$ cat src/rtl/garc_consts.vh
/*
 * constants for the guarded action register controller: register offsets,
 * field positions, reset values and timing counts.
 * assumes a plain register port with 32-bit data, byte addresses, 12-bit offsets.
 */
// Behaviour
// - guarded fields ignore writes unless their guarding field enables them.
// - table base guarded by its valid bit; affinity guarded by pe idle bit.
// - blocked guarded write changes nothing; optionally sets an error flag.
// - side-effects start only when a write sets the action bit to one; any pe select write while idle starts the pe action.
// - each action register has an idle status bit showing completion.
// - after idle, another action write retriggers without writing zero first.
// - write without action bit set triggers nothing, controlled state unchanged.
// - virtual pe registers keep addressing the last selected virtual pe.
// - 64-bit action register holds its action bit in one 32-bit half.
// - non-action half is kept; full 64-bit value used when action fires.
// - no exclusive or atomic read-modify-write support on registers.
// - frames answer in their domain space; management aliasing is optional.
`ifndef GARC_CONSTS_VH
`define GARC_CONSTS_VH

// ==========================================================
// register offsets
`define GARC_OFS_PE_SEL 12'h140
`define GARC_OFS_PE_STATUS 12'h144
`define GARC_OFS_BASE_LO 12'h180
`define GARC_OFS_BASE_HI 12'h184
`define GARC_OFS_VIRT_SEL_LO 12'h240
`define GARC_OFS_VIRT_SEL_HI 12'h244
`define GARC_OFS_VIRT_DB 12'h248
`define GARC_OFS_STATUS 12'h400
`define GARC_OFS_INT_STAT 12'h404
`define GARC_OFS_INT_MASK 12'h408

// ==========================================================
// field positions
`define GARC_BASE_VALID_BIT 0
`define GARC_PE_IDLE_BIT 0
`define GARC_VIRT_ACT_BIT 31
`define GARC_AFF_MSB 15
`define GARC_VIRT_ID_MSB 15
`define GARC_VIRT_DB_MSB 15
`define GARC_ST_VIRT_IDLE_BIT 1
`define GARC_ST_PE_IDLE_BIT 0
// interrupt status layout
`define GARC_EV_PE_DONE 0
`define GARC_EV_VIRT_DONE 1
`define GARC_EV_GUARD_ERR 2
`define GARC_EV_W 3

// ==========================================================
// reset values and timing
`define GARC_RST_32 32'h0000_0000
`define GARC_RST_16 16'h0000
`define GARC_RST_EV 3'h0
// side-effect time per action, in ns, and its cycle count at 25 ns
`define GARC_ACT_NS 200
`define GARC_CLK_NS 25
`define GARC_ACT_CYC ((`GARC_ACT_NS + `GARC_CLK_NS - 1) / `GARC_CLK_NS)
`define GARC_CNT_W 4

`endif

$ cat src/rtl/garc_action_engine.v
/*
 * one action engine: accepts a start pulse, runs a fixed-length side-effect
 * and reports idle. assumes start arrives only as a one-cycle pulse.
 */
`timescale 1ns/1ps
`include "garc_consts.vh"

module garc_action_engine (
    input wire mclk,
    input wire resetn,
    input wire start,
    output reg idle_q,
    output reg done_q
);

    reg [`GARC_CNT_W-1:0] cnt_q;
    // the cycle count is a 32-bit integer expression; only the counter width is loaded
    wire [31:0] act_cyc_w = `GARC_ACT_CYC;

    // ==========================================================
    // busy counter
    always @(posedge mclk) begin
        if (!resetn) begin
            idle_q <= 1'b1;
            done_q <= 1'b0;
            cnt_q <= {`GARC_CNT_W{1'b0}};
        end else begin
            done_q <= 1'b0;
            if (start) begin
                idle_q <= 1'b0;
                cnt_q <= act_cyc_w[`GARC_CNT_W-1:0];
            end else if (!idle_q) begin
                if (cnt_q == {{(`GARC_CNT_W-1){1'b0}}, 1'b1}) begin
                    idle_q <= 1'b1;
                    done_q <= 1'b1;
                end
                cnt_q <= cnt_q - {{(`GARC_CNT_W-1){1'b0}}, 1'b1};
            end
        end
    end

endmodule

$ cat src/rtl/garc_top.v
/*
 * register controller with guarded fields, action bits with idle tracking,
 * and 64-bit operand assembly from 32-bit halves. plain register port,
 * one clock, synchronous active-low reset. master never waits.
 */
// Local design decisions: the plain strobed port and the register addresses.
`timescale 1ns/1ps
`include "garc_consts.vh"

module garc_top (
    input wire mclk,
    input wire resetn,
    input wire [11:0] addr,
    input wire [31:0] wdata,
    input wire wr,
    input wire rd,
    output reg [31:0] rdata_q,
    output reg irq_q,
    output reg [15:0] pe_aff_q,
    output reg [63:0] base_q,
    output reg [15:0] virt_cur_q,
    output reg [63:0] virt_operand_q,
    output reg virt_start_q,
    output reg pe_start_q
);

    reg [31:0] virt_lo_q;
    reg [15:0] virt_db_q;
    reg [`GARC_EV_W-1:0] ev_stat_q;
    reg [`GARC_EV_W-1:0] ev_mask_q;
    reg [`GARC_EV_W-1:0] ev_set;
    reg pe_go;
    reg virt_go;
    reg guard_err;
    wire pe_idle;
    wire virt_idle;
    wire pe_done;
    wire virt_done;

    function hit;
        input [11:0] a;
        input [11:0] ofs;
        begin
            hit = (a == ofs);
        end
    endfunction

    // ==========================================================
    // action engines
    garc_action_engine u_pe_eng (
        .mclk(mclk),
        .resetn(resetn),
        .start(pe_go),
        .idle_q(pe_idle),
        .done_q(pe_done)
    );

    garc_action_engine u_virt_eng (
        .mclk(mclk),
        .resetn(resetn),
        .start(virt_go),
        .idle_q(virt_idle),
        .done_q(virt_done)
    );

    // ==========================================================
    // write decode
    // accesses are plain reads and writes; no exclusive or locked cycles exist
    always @* begin
        pe_go = 1'b0;
        virt_go = 1'b0;
        guard_err = 1'b0;
        if (wr) begin
            if (hit(addr, `GARC_OFS_PE_SEL)) begin
                // affinity write accepted only while idle
                if (pe_idle)
                    pe_go = 1'b1;
                else
                    guard_err = 1'b1;
            end
            if (hit(addr, `GARC_OFS_BASE_LO) || hit(addr, `GARC_OFS_BASE_HI)) begin
                // address only writable while valid is clear
                if (base_q[`GARC_BASE_VALID_BIT] && hit(addr, `GARC_OFS_BASE_HI))
                    guard_err = 1'b1;
            end
            if (hit(addr, `GARC_OFS_VIRT_SEL_HI) && wdata[`GARC_VIRT_ACT_BIT])
                virt_go = virt_idle;
        end
    end

    always @* begin
        ev_set = {`GARC_EV_W{1'b0}};
        ev_set[`GARC_EV_PE_DONE] = pe_done;
        ev_set[`GARC_EV_VIRT_DONE] = virt_done;
        ev_set[`GARC_EV_GUARD_ERR] = guard_err;
    end

    // ==========================================================
    // register state
    always @(posedge mclk) begin
        if (!resetn) begin
            pe_aff_q <= `GARC_RST_16;
            base_q <= {`GARC_RST_32, `GARC_RST_32};
            virt_lo_q <= `GARC_RST_32;
            virt_cur_q <= `GARC_RST_16;
            virt_operand_q <= {`GARC_RST_32, `GARC_RST_32};
            virt_db_q <= `GARC_RST_16;
            virt_start_q <= 1'b0;
            pe_start_q <= 1'b0;
            ev_stat_q <= `GARC_RST_EV;
            ev_mask_q <= `GARC_RST_EV;
        end else begin
            virt_start_q <= virt_go;
            pe_start_q <= pe_go;
            if (pe_go)
                pe_aff_q <= wdata[`GARC_AFF_MSB:0];
            if (wr && hit(addr, `GARC_OFS_BASE_LO)) begin
                // valid lives in the low half; address bits there follow the guard
                if (!base_q[`GARC_BASE_VALID_BIT])
                    base_q[31:0] <= wdata;
                else
                    base_q[`GARC_BASE_VALID_BIT] <= wdata[`GARC_BASE_VALID_BIT];
            end
            if (wr && hit(addr, `GARC_OFS_BASE_HI) && !base_q[`GARC_BASE_VALID_BIT])
                base_q[63:32] <= wdata;
            // non-action half retained as operand for later action
            if (wr && hit(addr, `GARC_OFS_VIRT_SEL_LO))
                virt_lo_q <= wdata;
            if (virt_go) begin
                virt_operand_q <= {wdata, virt_lo_q};
                virt_cur_q <= virt_lo_q[`GARC_VIRT_ID_MSB:0];
            end
            // dependent register applies to whichever vpe is current
            if (wr && hit(addr, `GARC_OFS_VIRT_DB))
                virt_db_q <= wdata[`GARC_VIRT_DB_MSB:0];
            if (wr && hit(addr, `GARC_OFS_INT_MASK))
                ev_mask_q <= wdata[`GARC_EV_W-1:0];
            // set beats write-one-to-clear in the same cycle
            if (wr && hit(addr, `GARC_OFS_INT_STAT))
                ev_stat_q <= (ev_stat_q & ~wdata[`GARC_EV_W-1:0]) | ev_set;
            else
                ev_stat_q <= ev_stat_q | ev_set;
        end
    end

    // ==========================================================
    // read path and interrupt
    always @(posedge mclk) begin
        if (!resetn) begin
            rdata_q <= `GARC_RST_32;
            irq_q <= 1'b0;
        end else begin
            irq_q <= |(ev_stat_q & ev_mask_q);
            rdata_q <= `GARC_RST_32;
            if (rd) begin
                case (addr)
                    `GARC_OFS_PE_STATUS: rdata_q <= {31'h0, pe_idle};
                    `GARC_OFS_BASE_LO: rdata_q <= base_q[31:0];
                    `GARC_OFS_BASE_HI: rdata_q <= base_q[63:32];
                    `GARC_OFS_VIRT_SEL_LO: rdata_q <= virt_lo_q;
                    `GARC_OFS_VIRT_SEL_HI: rdata_q <= {16'h0, virt_cur_q};
                    `GARC_OFS_VIRT_DB: rdata_q <= {16'h0, virt_db_q};
                    `GARC_OFS_STATUS: rdata_q <= {30'h0, virt_idle, pe_idle};
                    `GARC_OFS_INT_STAT: rdata_q <= {29'h0, ev_stat_q};
                    `GARC_OFS_INT_MASK: rdata_q <= {29'h0, ev_mask_q};
                    // one frame in one space; no management alias is decoded
                    default: rdata_q <= `GARC_RST_32; // unmapped reads as zero
                endcase
            end
        end
    end

endmodule

$ cat config.mk
export PLATFORM = sky130hd
export DESIGN_NAME = garc_top
export DESIGN_NICKNAME = d
export VERILOG_FILES = /design/src/rtl/garc_action_engine.v /design/src/rtl/garc_top.v
export VERILOG_INCLUDE_DIRS = /design/src /design/src/rtl
export SDC_FILE = /design/constraint.sdc
export NUM_CORES = 1
export LEC_CHECK = 0
export BUFFER_PORTS_ARGS = -buffer_cell sky130_fd_sc_hd__buf_2
export CAP_MARGIN = 25
export CORE_MARGIN = 1
export CORE_UTILIZATION = 40
export CTS_CLUSTER_DIAMETER = 60
export DETAILED_ROUTE_END_ITERATION = 16
export GPL_TIMING_DRIVEN = 0
export HOLD_SLACK_MARGIN = 0.03
export MAX_ROUTING_LAYER = met4
export SLEW_MARGIN = 20
export SYNTH_ARGS = -nofsm -noshare
export SYNTH_HDL_FRONTEND = slang
export SYNTH_SLANG_ARGS = --single-unit
$ cat constraint.sdc
create_clock -name mclk -period 2.7 [get_ports mclk]
set_input_delay 0.135 -clock mclk [delete_from_list [all_inputs] [get_ports mclk]]
set_output_delay 0.135 -clock mclk [all_outputs]
set_load 0.02 [all_outputs]
After elaboration in Yosys (flattened, before gate mapping)
Index checks and enable logic that the tools add are counted.
{"block": "word_totals", "inputBits": 48, "register_bits": 261, "word_cells": 85}
{"block": "classes", "addsub": 2, "bitwise": 7, "muxes": 22, "n_reduce_logical": 18, "eq_ne": 14}
{"cell": "one-hot mux 32 bit (9 select lines)", "count": 1}
{"cell": "equality test 12 x 9 -> 1 bit, second input constant", "count": 4}
{"cell": "equality test 12 x 10 -> 1 bit, second input constant", "count": 3}
{"cell": "equality test 12 x 11 -> 1 bit, second input constant", "count": 3}
{"cell": "2-to-1 mux 1 bit", "count": 16}
{"cell": "2-to-1 mux 4 bit", "count": 4}
{"cell": "logical AND 1 bit", "count": 9}
{"cell": "OR reduction 3 bit", "count": 3}
{"cell": "equality test 4 x 1 -> 1 bit, second input constant", "count": 2}
{"cell": "subtractor 4 x 1 -> 4 bit, second input constant", "count": 2}
{"cell": "bitwise AND 3 bit", "count": 2}
{"cell": "bitwise OR 3 bit", "count": 2}
{"cell": "AND reduction 2 bit", "count": 2}
{"cell": "OR reduction 2 bit", "count": 2}
{"cell": "2-to-1 mux 3 bit", "count": 1}
{"cell": "NOT 3 bit", "count": 1}
{"cell": "inequality test 2 x 1 -> 1 bit, second input constant", "count": 1}
{"cell": "inequality test 2 bit, second input constant", "count": 1}
{"cell": "NOT 1 bit", "count": 2}
{"cell": "zero test 1 bit", "count": 1}
{"cell": "logical OR 1 bit", "count": 1}

Logic depth before layout (Yosys ltp)
{"block": "logic_depth", "word_depth": 7, "ltp_mapped": 9, "ltp_nobuf": 5}

Cells and area by module
A second synthesis with hierarchy kept.
{"block": "unflattened", "cells_unflattened": 1123, "hier_area_um2": 9754.4}
{"module": "garc_top", "area_each_um2": 9201.3, "seq_area_each_um2": 4664.5, "n_inst": 1, "cells_each": 1067}
{"module": "garc_action_engine", "area_each_um2": 276.5, "seq_area_each_um2": 120.1, "n_inst": 2, "cells_each": 28}

Least setup slack after synthesis
Ideal clock, no wire load.
{"block": "synth_timing", "kind": "input to register", "from": "input port addr[7]", "to": "register virt_operand_q[34]", "cell_stages": 8, "setup_slack_ns": 0.685, "t_arrival_ns": 1.898, "setup_time_ns": 0.117, "path_buffers": 3, "path_cell_list": "or4b_1 buf_2 nor4_4 and4_4 nor2b_1 buf_6 buf_6 a22o_1"}
{"block": "synth_between", "elab_chain_len": 4}
{"item": "start: declaration", "line": "garc_top.v:13", "source": "input wire [11:0] addr,"}
{"item": "equality test 12 x 10 -> 1 bit", "line": "garc_top.v:44", "source": "hit = (a == ofs);"}
{"item": "logical AND 1 bit", "line": "garc_top.v:86", "source": "if (hit(addr, `GARC_OFS_VIRT_SEL_HI) && wdata[`GARC_VIRT_ACT_BIT])"}
{"item": "2-to-1 mux 1 bit", "line": "garc_top.v:86"}
{"item": "2-to-1 mux 1 bit", "line": "garc_top.v:73", "source": "if (wr) begin"}
{"item": "end signal: assignment", "line": "garc_top.v:106", "source": "virt_operand_q <= {`GARC_RST_32, `GARC_RST_32};"}
{"item": "end signal: assignment", "line": "garc_top.v:130", "source": "virt_operand_q <= {wdata, virt_lo_q};"}
{"item": "end: declaration", "line": "garc_top.v:22", "source": "output reg [63:0] virt_operand_q,"}
No other way between the ends.
A chain may end at the register's enable or synchronous reset.

Worst setup path in the final report
{"block": "layout_timing", "from": "input port addr[3]", "to": "register rdata_q[15]"}
{"block": "layout_between", "elab_chain_len": 2}
{"item": "equality test 12 x 11 -> 1 bit (tied with other cells)", "line": "garc_top.v:156", "source": "case (addr)"}
{"item": "one-hot mux 32 bit (9 select lines) (*)", "line": "garc_top.v:156"}
{"item": "end signal: assignment", "line": "garc_top.v:157", "source": "`GARC_OFS_PE_STATUS: rdata_q <= {31'h0, pe_idle};"}
{"item": "end signal: assignment", "line": "garc_top.v:158", "source": "`GARC_OFS_BASE_LO: rdata_q <= base_q[31:0];"}
{"item": "end signal: assignment", "line": "garc_top.v:159", "source": "`GARC_OFS_BASE_HI: rdata_q <= base_q[63:32];"}
{"item": "end: declaration", "line": "garc_top.v:17", "source": "output reg [31:0] rdata_q,"}
Every way passes the cells marked *; elsewhere a longest branch is shown, timed or not.

==> flow_metrics.py <==
metrics = {
    "final_layout": {
        "diodes": 0,
        "fillers": 2181,
        "finish.utilization_pct": 53.3,
        "final_cells": 1620,
        "design.final.nets": 1340,
        "final_layout_size_suffix_gt1_share_pct": 25.7,
        "postLayoutCellArea_mm2": 0.0121,
        "area_delta_synth_final_pct": 30.1,
    },
    "logic_synthesis": {
        "synth_top_family_by_area": "compound AO/OA/AOI/OAI gates",
        "synth-seq-cells": 245,
        "synth.yosys.warnings": 0,
        "avgSynthCellArea_um2": 9.43,
        "synth_simple_gate_area_share_pct": 16.0,
        "yosys-mux-area-fraction_pct": 0.549,
        "synth-compound-area-share_pct": 23.4,
        "synth-async-reset-ratio_pct": 0,
        "synthesis.nets": 1042,
        "netlist_area_mm2": 0.00934,
        "post_synth_inst_count": 990,
        "yosys_most_used_dff": "sky130_fd_sc_hd__dfxtp_1",
        "synth.distinct_cells": 45,
        "synth_fa_ha_area_share_pct": 0.536,
        "synth_enable_flop_cells": 0,
        "seq_area_frac_synth_pct": 52.5,
        "synth_xor_area_share_pct": 0.563,
    },
    "place": {
        "detailed_place.area_mm2": 0.0109,
        "port_buffers": 237,
        "cell_count_post_placement": 1541,
        "dp.final_hpwl_um": 21500,
        "place_congestion": 0.852,
    },
    "cts": {
        "cts_hold_repair.buffers": 31,
        "clk_root_buffer_cell": "sky130_fd_sc_hd__clkbuf_16",
        "cts.repair_timing.setup_buffer_count": 0,
        "h_tree_depth": 1,
        "tritoncts": "done",
        "cts.path.max_buffers": 3,
        "worst_setup_hold_path_clk_slew_ps": 60,
        "tritoncts_num_sinks": 245,
        "clock_insertion_delay_worst_skew_ps": 540,
        "cts_repair_resize_count": 0,
        "numCtsBuffers": 27,
    },
    "pwr": {
        "leakage_power_nw": 5.06,
        "ir_drop_v": 0.000405,
        "p_total_mw": 7.63,
        "power.density_cell_area_mw_per_mm2": 628,
    },
    "global_route": {
        "globalRouteOverflowTotal": 0,
        "first_global_vias": 7998,
        "global_route_total_usage_across_every_layer_pct": 26.0,
        "grt_start_max_net_pins": 14,
        "antenna_found_initial": 0,
        "global_route_wire_length_before_repair_um": 46500,
    },
    "drt": {
        "count_of_vias_placed_by_the_detailed_router": 8493,
        "avgViaCountPerCell": 5.24,
        "firstDrtPassIters": 5,
        "detail_route.wirelength_um": 30900,
        "route.detailed.wl_per_inst_um": 19.1,
        "post_detailed_route_count_of_antenna_violating_nets": 0,
        "drc": 0,
        "drt_iter0_markers": 545,
    },
    "critical_path": {
        "timing.critical_path.arrival_ps": 2860,
        "crit_path_end_kind": "flop",
        "worst_path_largest_cell_delay_ps": 710,
        "timing.critical_path.fanout_max": 10,
        "timing.reg2reg.setup_slack_ps": 870,
        "critical_path_buf_inv_count": 3,
        "crit_path_start_kind": "input port",
        "critPathMostFrequentCell": "sky130_fd_sc_hd__clkbuf_1",
        "worstPathCellList": "buf_2 > nor4_1 > and3_1 > clkbuf_1 > clkbuf_1 > a22oi_1 > a21oi_1",
        "critPathSlowestCell": "sky130_fd_sc_hd__nor4_1",
        "critical_path_required_ps": 3150,
        "cell_family_contributing_the_most_delay_on_the_critical_path": "buffers and inverters",
        "worstSetupPathType": "in -> reg",
    },
    "sta": {
        "finalSetupTns_ps": 0,
        "timing.max_slew.rel_slack_pct": 38.3,
        "timing.fmax_mhz": 414,
        "post-route-period-util_pct": 89.4,
        "report.final.hold_viol_count": 0,
        "report.final.setup_viol": 0,
        "final.min_clock_period_ps": 2410,
        "slew_viol_final": 0,
        "fin_worst_skew_ps": 21.7,
        "rsz0062_at_grt": "false",
        "tightestPinTransition_ps": 923,
    },
    "die": {
        "rows": 55,
        "die_w_um": 155,
        "chipHeight_um": 155,
        "floorplan.initialDensity_pct": 41.0,
        "die-area_mm2": 0.0240,
        "core-area_mm2": 0.0228,
        "boundaryPins": 243,
    },
    "flow_run": {
        "timing.max_cap.violations": 0,
    },
    "run_status": {
        "outcome": "complete, no violations",
    },
    "min_path": {
        "holdCritPathClass": "in -> reg",
    },
}
-- per-stage QoR --
stage               hold WS, ps  worst slack, ps
floorplan                   260              685
global placement            405             -431
detailed placement          413             -226
CTS                        44.3              316
global route               85.7              228
finish                     71.3              286
-- cell families after synthesis --
logic type / Yosys count
simple gates: 344
mux: 5
compound gates: 277
xor+xnor: 6
buf+inv: 109
fa+ha+maj: 4
flops: 245
-- cells in the final DEF, fill, tap and decap left out, types with 4 or more instances in the layout --
cell type | netlist | layout
sky130_fd_sc_hd__clkbuf_8 | 0 | 9
sky130_fd_sc_hd__inv_1 | 7 | 7
sky130_fd_sc_hd__nand4_1 | 4 | 4
sky130_fd_sc_hd__nor2_1 | 27 | 27
sky130_fd_sc_hd__ha_1 | 4 | 4
sky130_fd_sc_hd__a222oi_1 | 31 | 31
sky130_fd_sc_hd__buf_6 | 13 | 13
sky130_fd_sc_hd__clkbuf_1 | 52 | 57
sky130_fd_sc_hd__clkinv_2 | 0 | 4
sky130_fd_sc_hd__a22o_1 | 66 | 66
sky130_fd_sc_hd__nand3_1 | 19 | 19
sky130_fd_sc_hd__dfxtp_1 | 245 | 245
sky130_fd_sc_hd__nor2b_1 | 12 | 12
sky130_fd_sc_hd__and2_1 | 7 | 7
sky130_fd_sc_hd__clkbuf_16 | 0 | 27
sky130_fd_sc_hd__mux2i_1 | 4 | 4
sky130_fd_sc_hd__nand2_1 | 249 | 249
sky130_fd_sc_hd__a22oi_1 | 16 | 16
sky130_fd_sc_hd__a21boi_1 | 129 | 129
sky130_fd_sc_hd__buf_4 | 16 | 16
sky130_fd_sc_hd__dlygate4sd3_1 | 0 | 31
sky130_fd_sc_hd__nor4_1 | 4 | 4
sky130_fd_sc_hd__buf_2 | 21 | 258
sky130_fd_sc_hd__nor4b_1 | 4 | 4
sky130_fd_sc_hd__a21oi_1 | 22 | 22
-- final timing paths --
kind	from	endpoint	cells past startpoint
max	addr[3]	rdata_q[15]	7
min	wdata[2]	pe_aff_q[2]	3
max reg2reg	u_pe_eng.idle_q	u_pe_eng.cnt_q[2]	5
min reg2reg	pe_aff_q[12]	pe_aff_q[12]	2
-- synth_stat cells, drive strengths merged (7+ instances only) --
library cell / instances / share of area [%]
a21boi: 129 / 10
a21oi: 22 / 1.2
a222oi: 31 / 3.3
a22o: 66 / 6.2
a22oi: 16 / 1.3
and2: 7 / 0.47
buf: 50 / 4.0
clkbuf: 52 / 2.1
dfxtp: 245 / 53
inv: 7 / 0.28
nand2: 249 / 10
nand3: 19 / 1.0
nor2: 27 / 1.1
nor2b: 12 / 0.80
-- flip-flops by register name, indices dropped and copies added (netlist names), 3 cells and up --
name and flops:
ev_mask_q 3, u_pe_eng.cnt_q 4, base_q 64, u_virt_eng.cnt_q 4
virt_cur_q 15, pe_aff_q 16, virt_db_q 16, virt_lo_q 32
ev_stat_q 3, virt_operand_q 49, rdata_q 32
-- power breakdown --
group	switching [mW]	internal (mW)	leakage (nW)	total, mW
Clock	1.49	2.27	0.452	3.75
Sequential	0.000185	3.61	1.97	3.61
Combinational	0.153	0.108	2.64	0.261
-- routing by layer --
metal | GRT usage, % | vias up | part of all wire (%) | routed length (µm)
li1 | - | 4055 | - | -
met1 | 34.1 | 4061 | 45 | 14000
met2 | 41.5 | 324 | 46 | 14300
met3 | 3.98 | 53 | 6.3 | 1950
met4 | 6.93 | 0 | 2.2 | 676
met5 | - | - | 0 | 0
-- final cells by class --
cell class | instances | area (µm²) | share of cell area (%)
buffer | 102 | 567 | 4.67
clock buffer | 41 | 818 | 6.74
clock inverter | 7 | 88.8 | 0.732
inverter | 7 | 26.3 | 0.216
multi-input combinational | 636 | 3850 | 31.7
sequential | 245 | 4900 | 40.4
tap | 313 | 392 | 3.22
timing repair buffer | 269 | 1500 | 12.4
-- worst min-delay path, delay by kind of cell --
family	cells	cell delay (ps)
AND/OR/NAND/NOR	1	120
AO/OA/AOI/OAI	1	50
buffers and inverters	1	230
(Power assumes the default switching activity.)
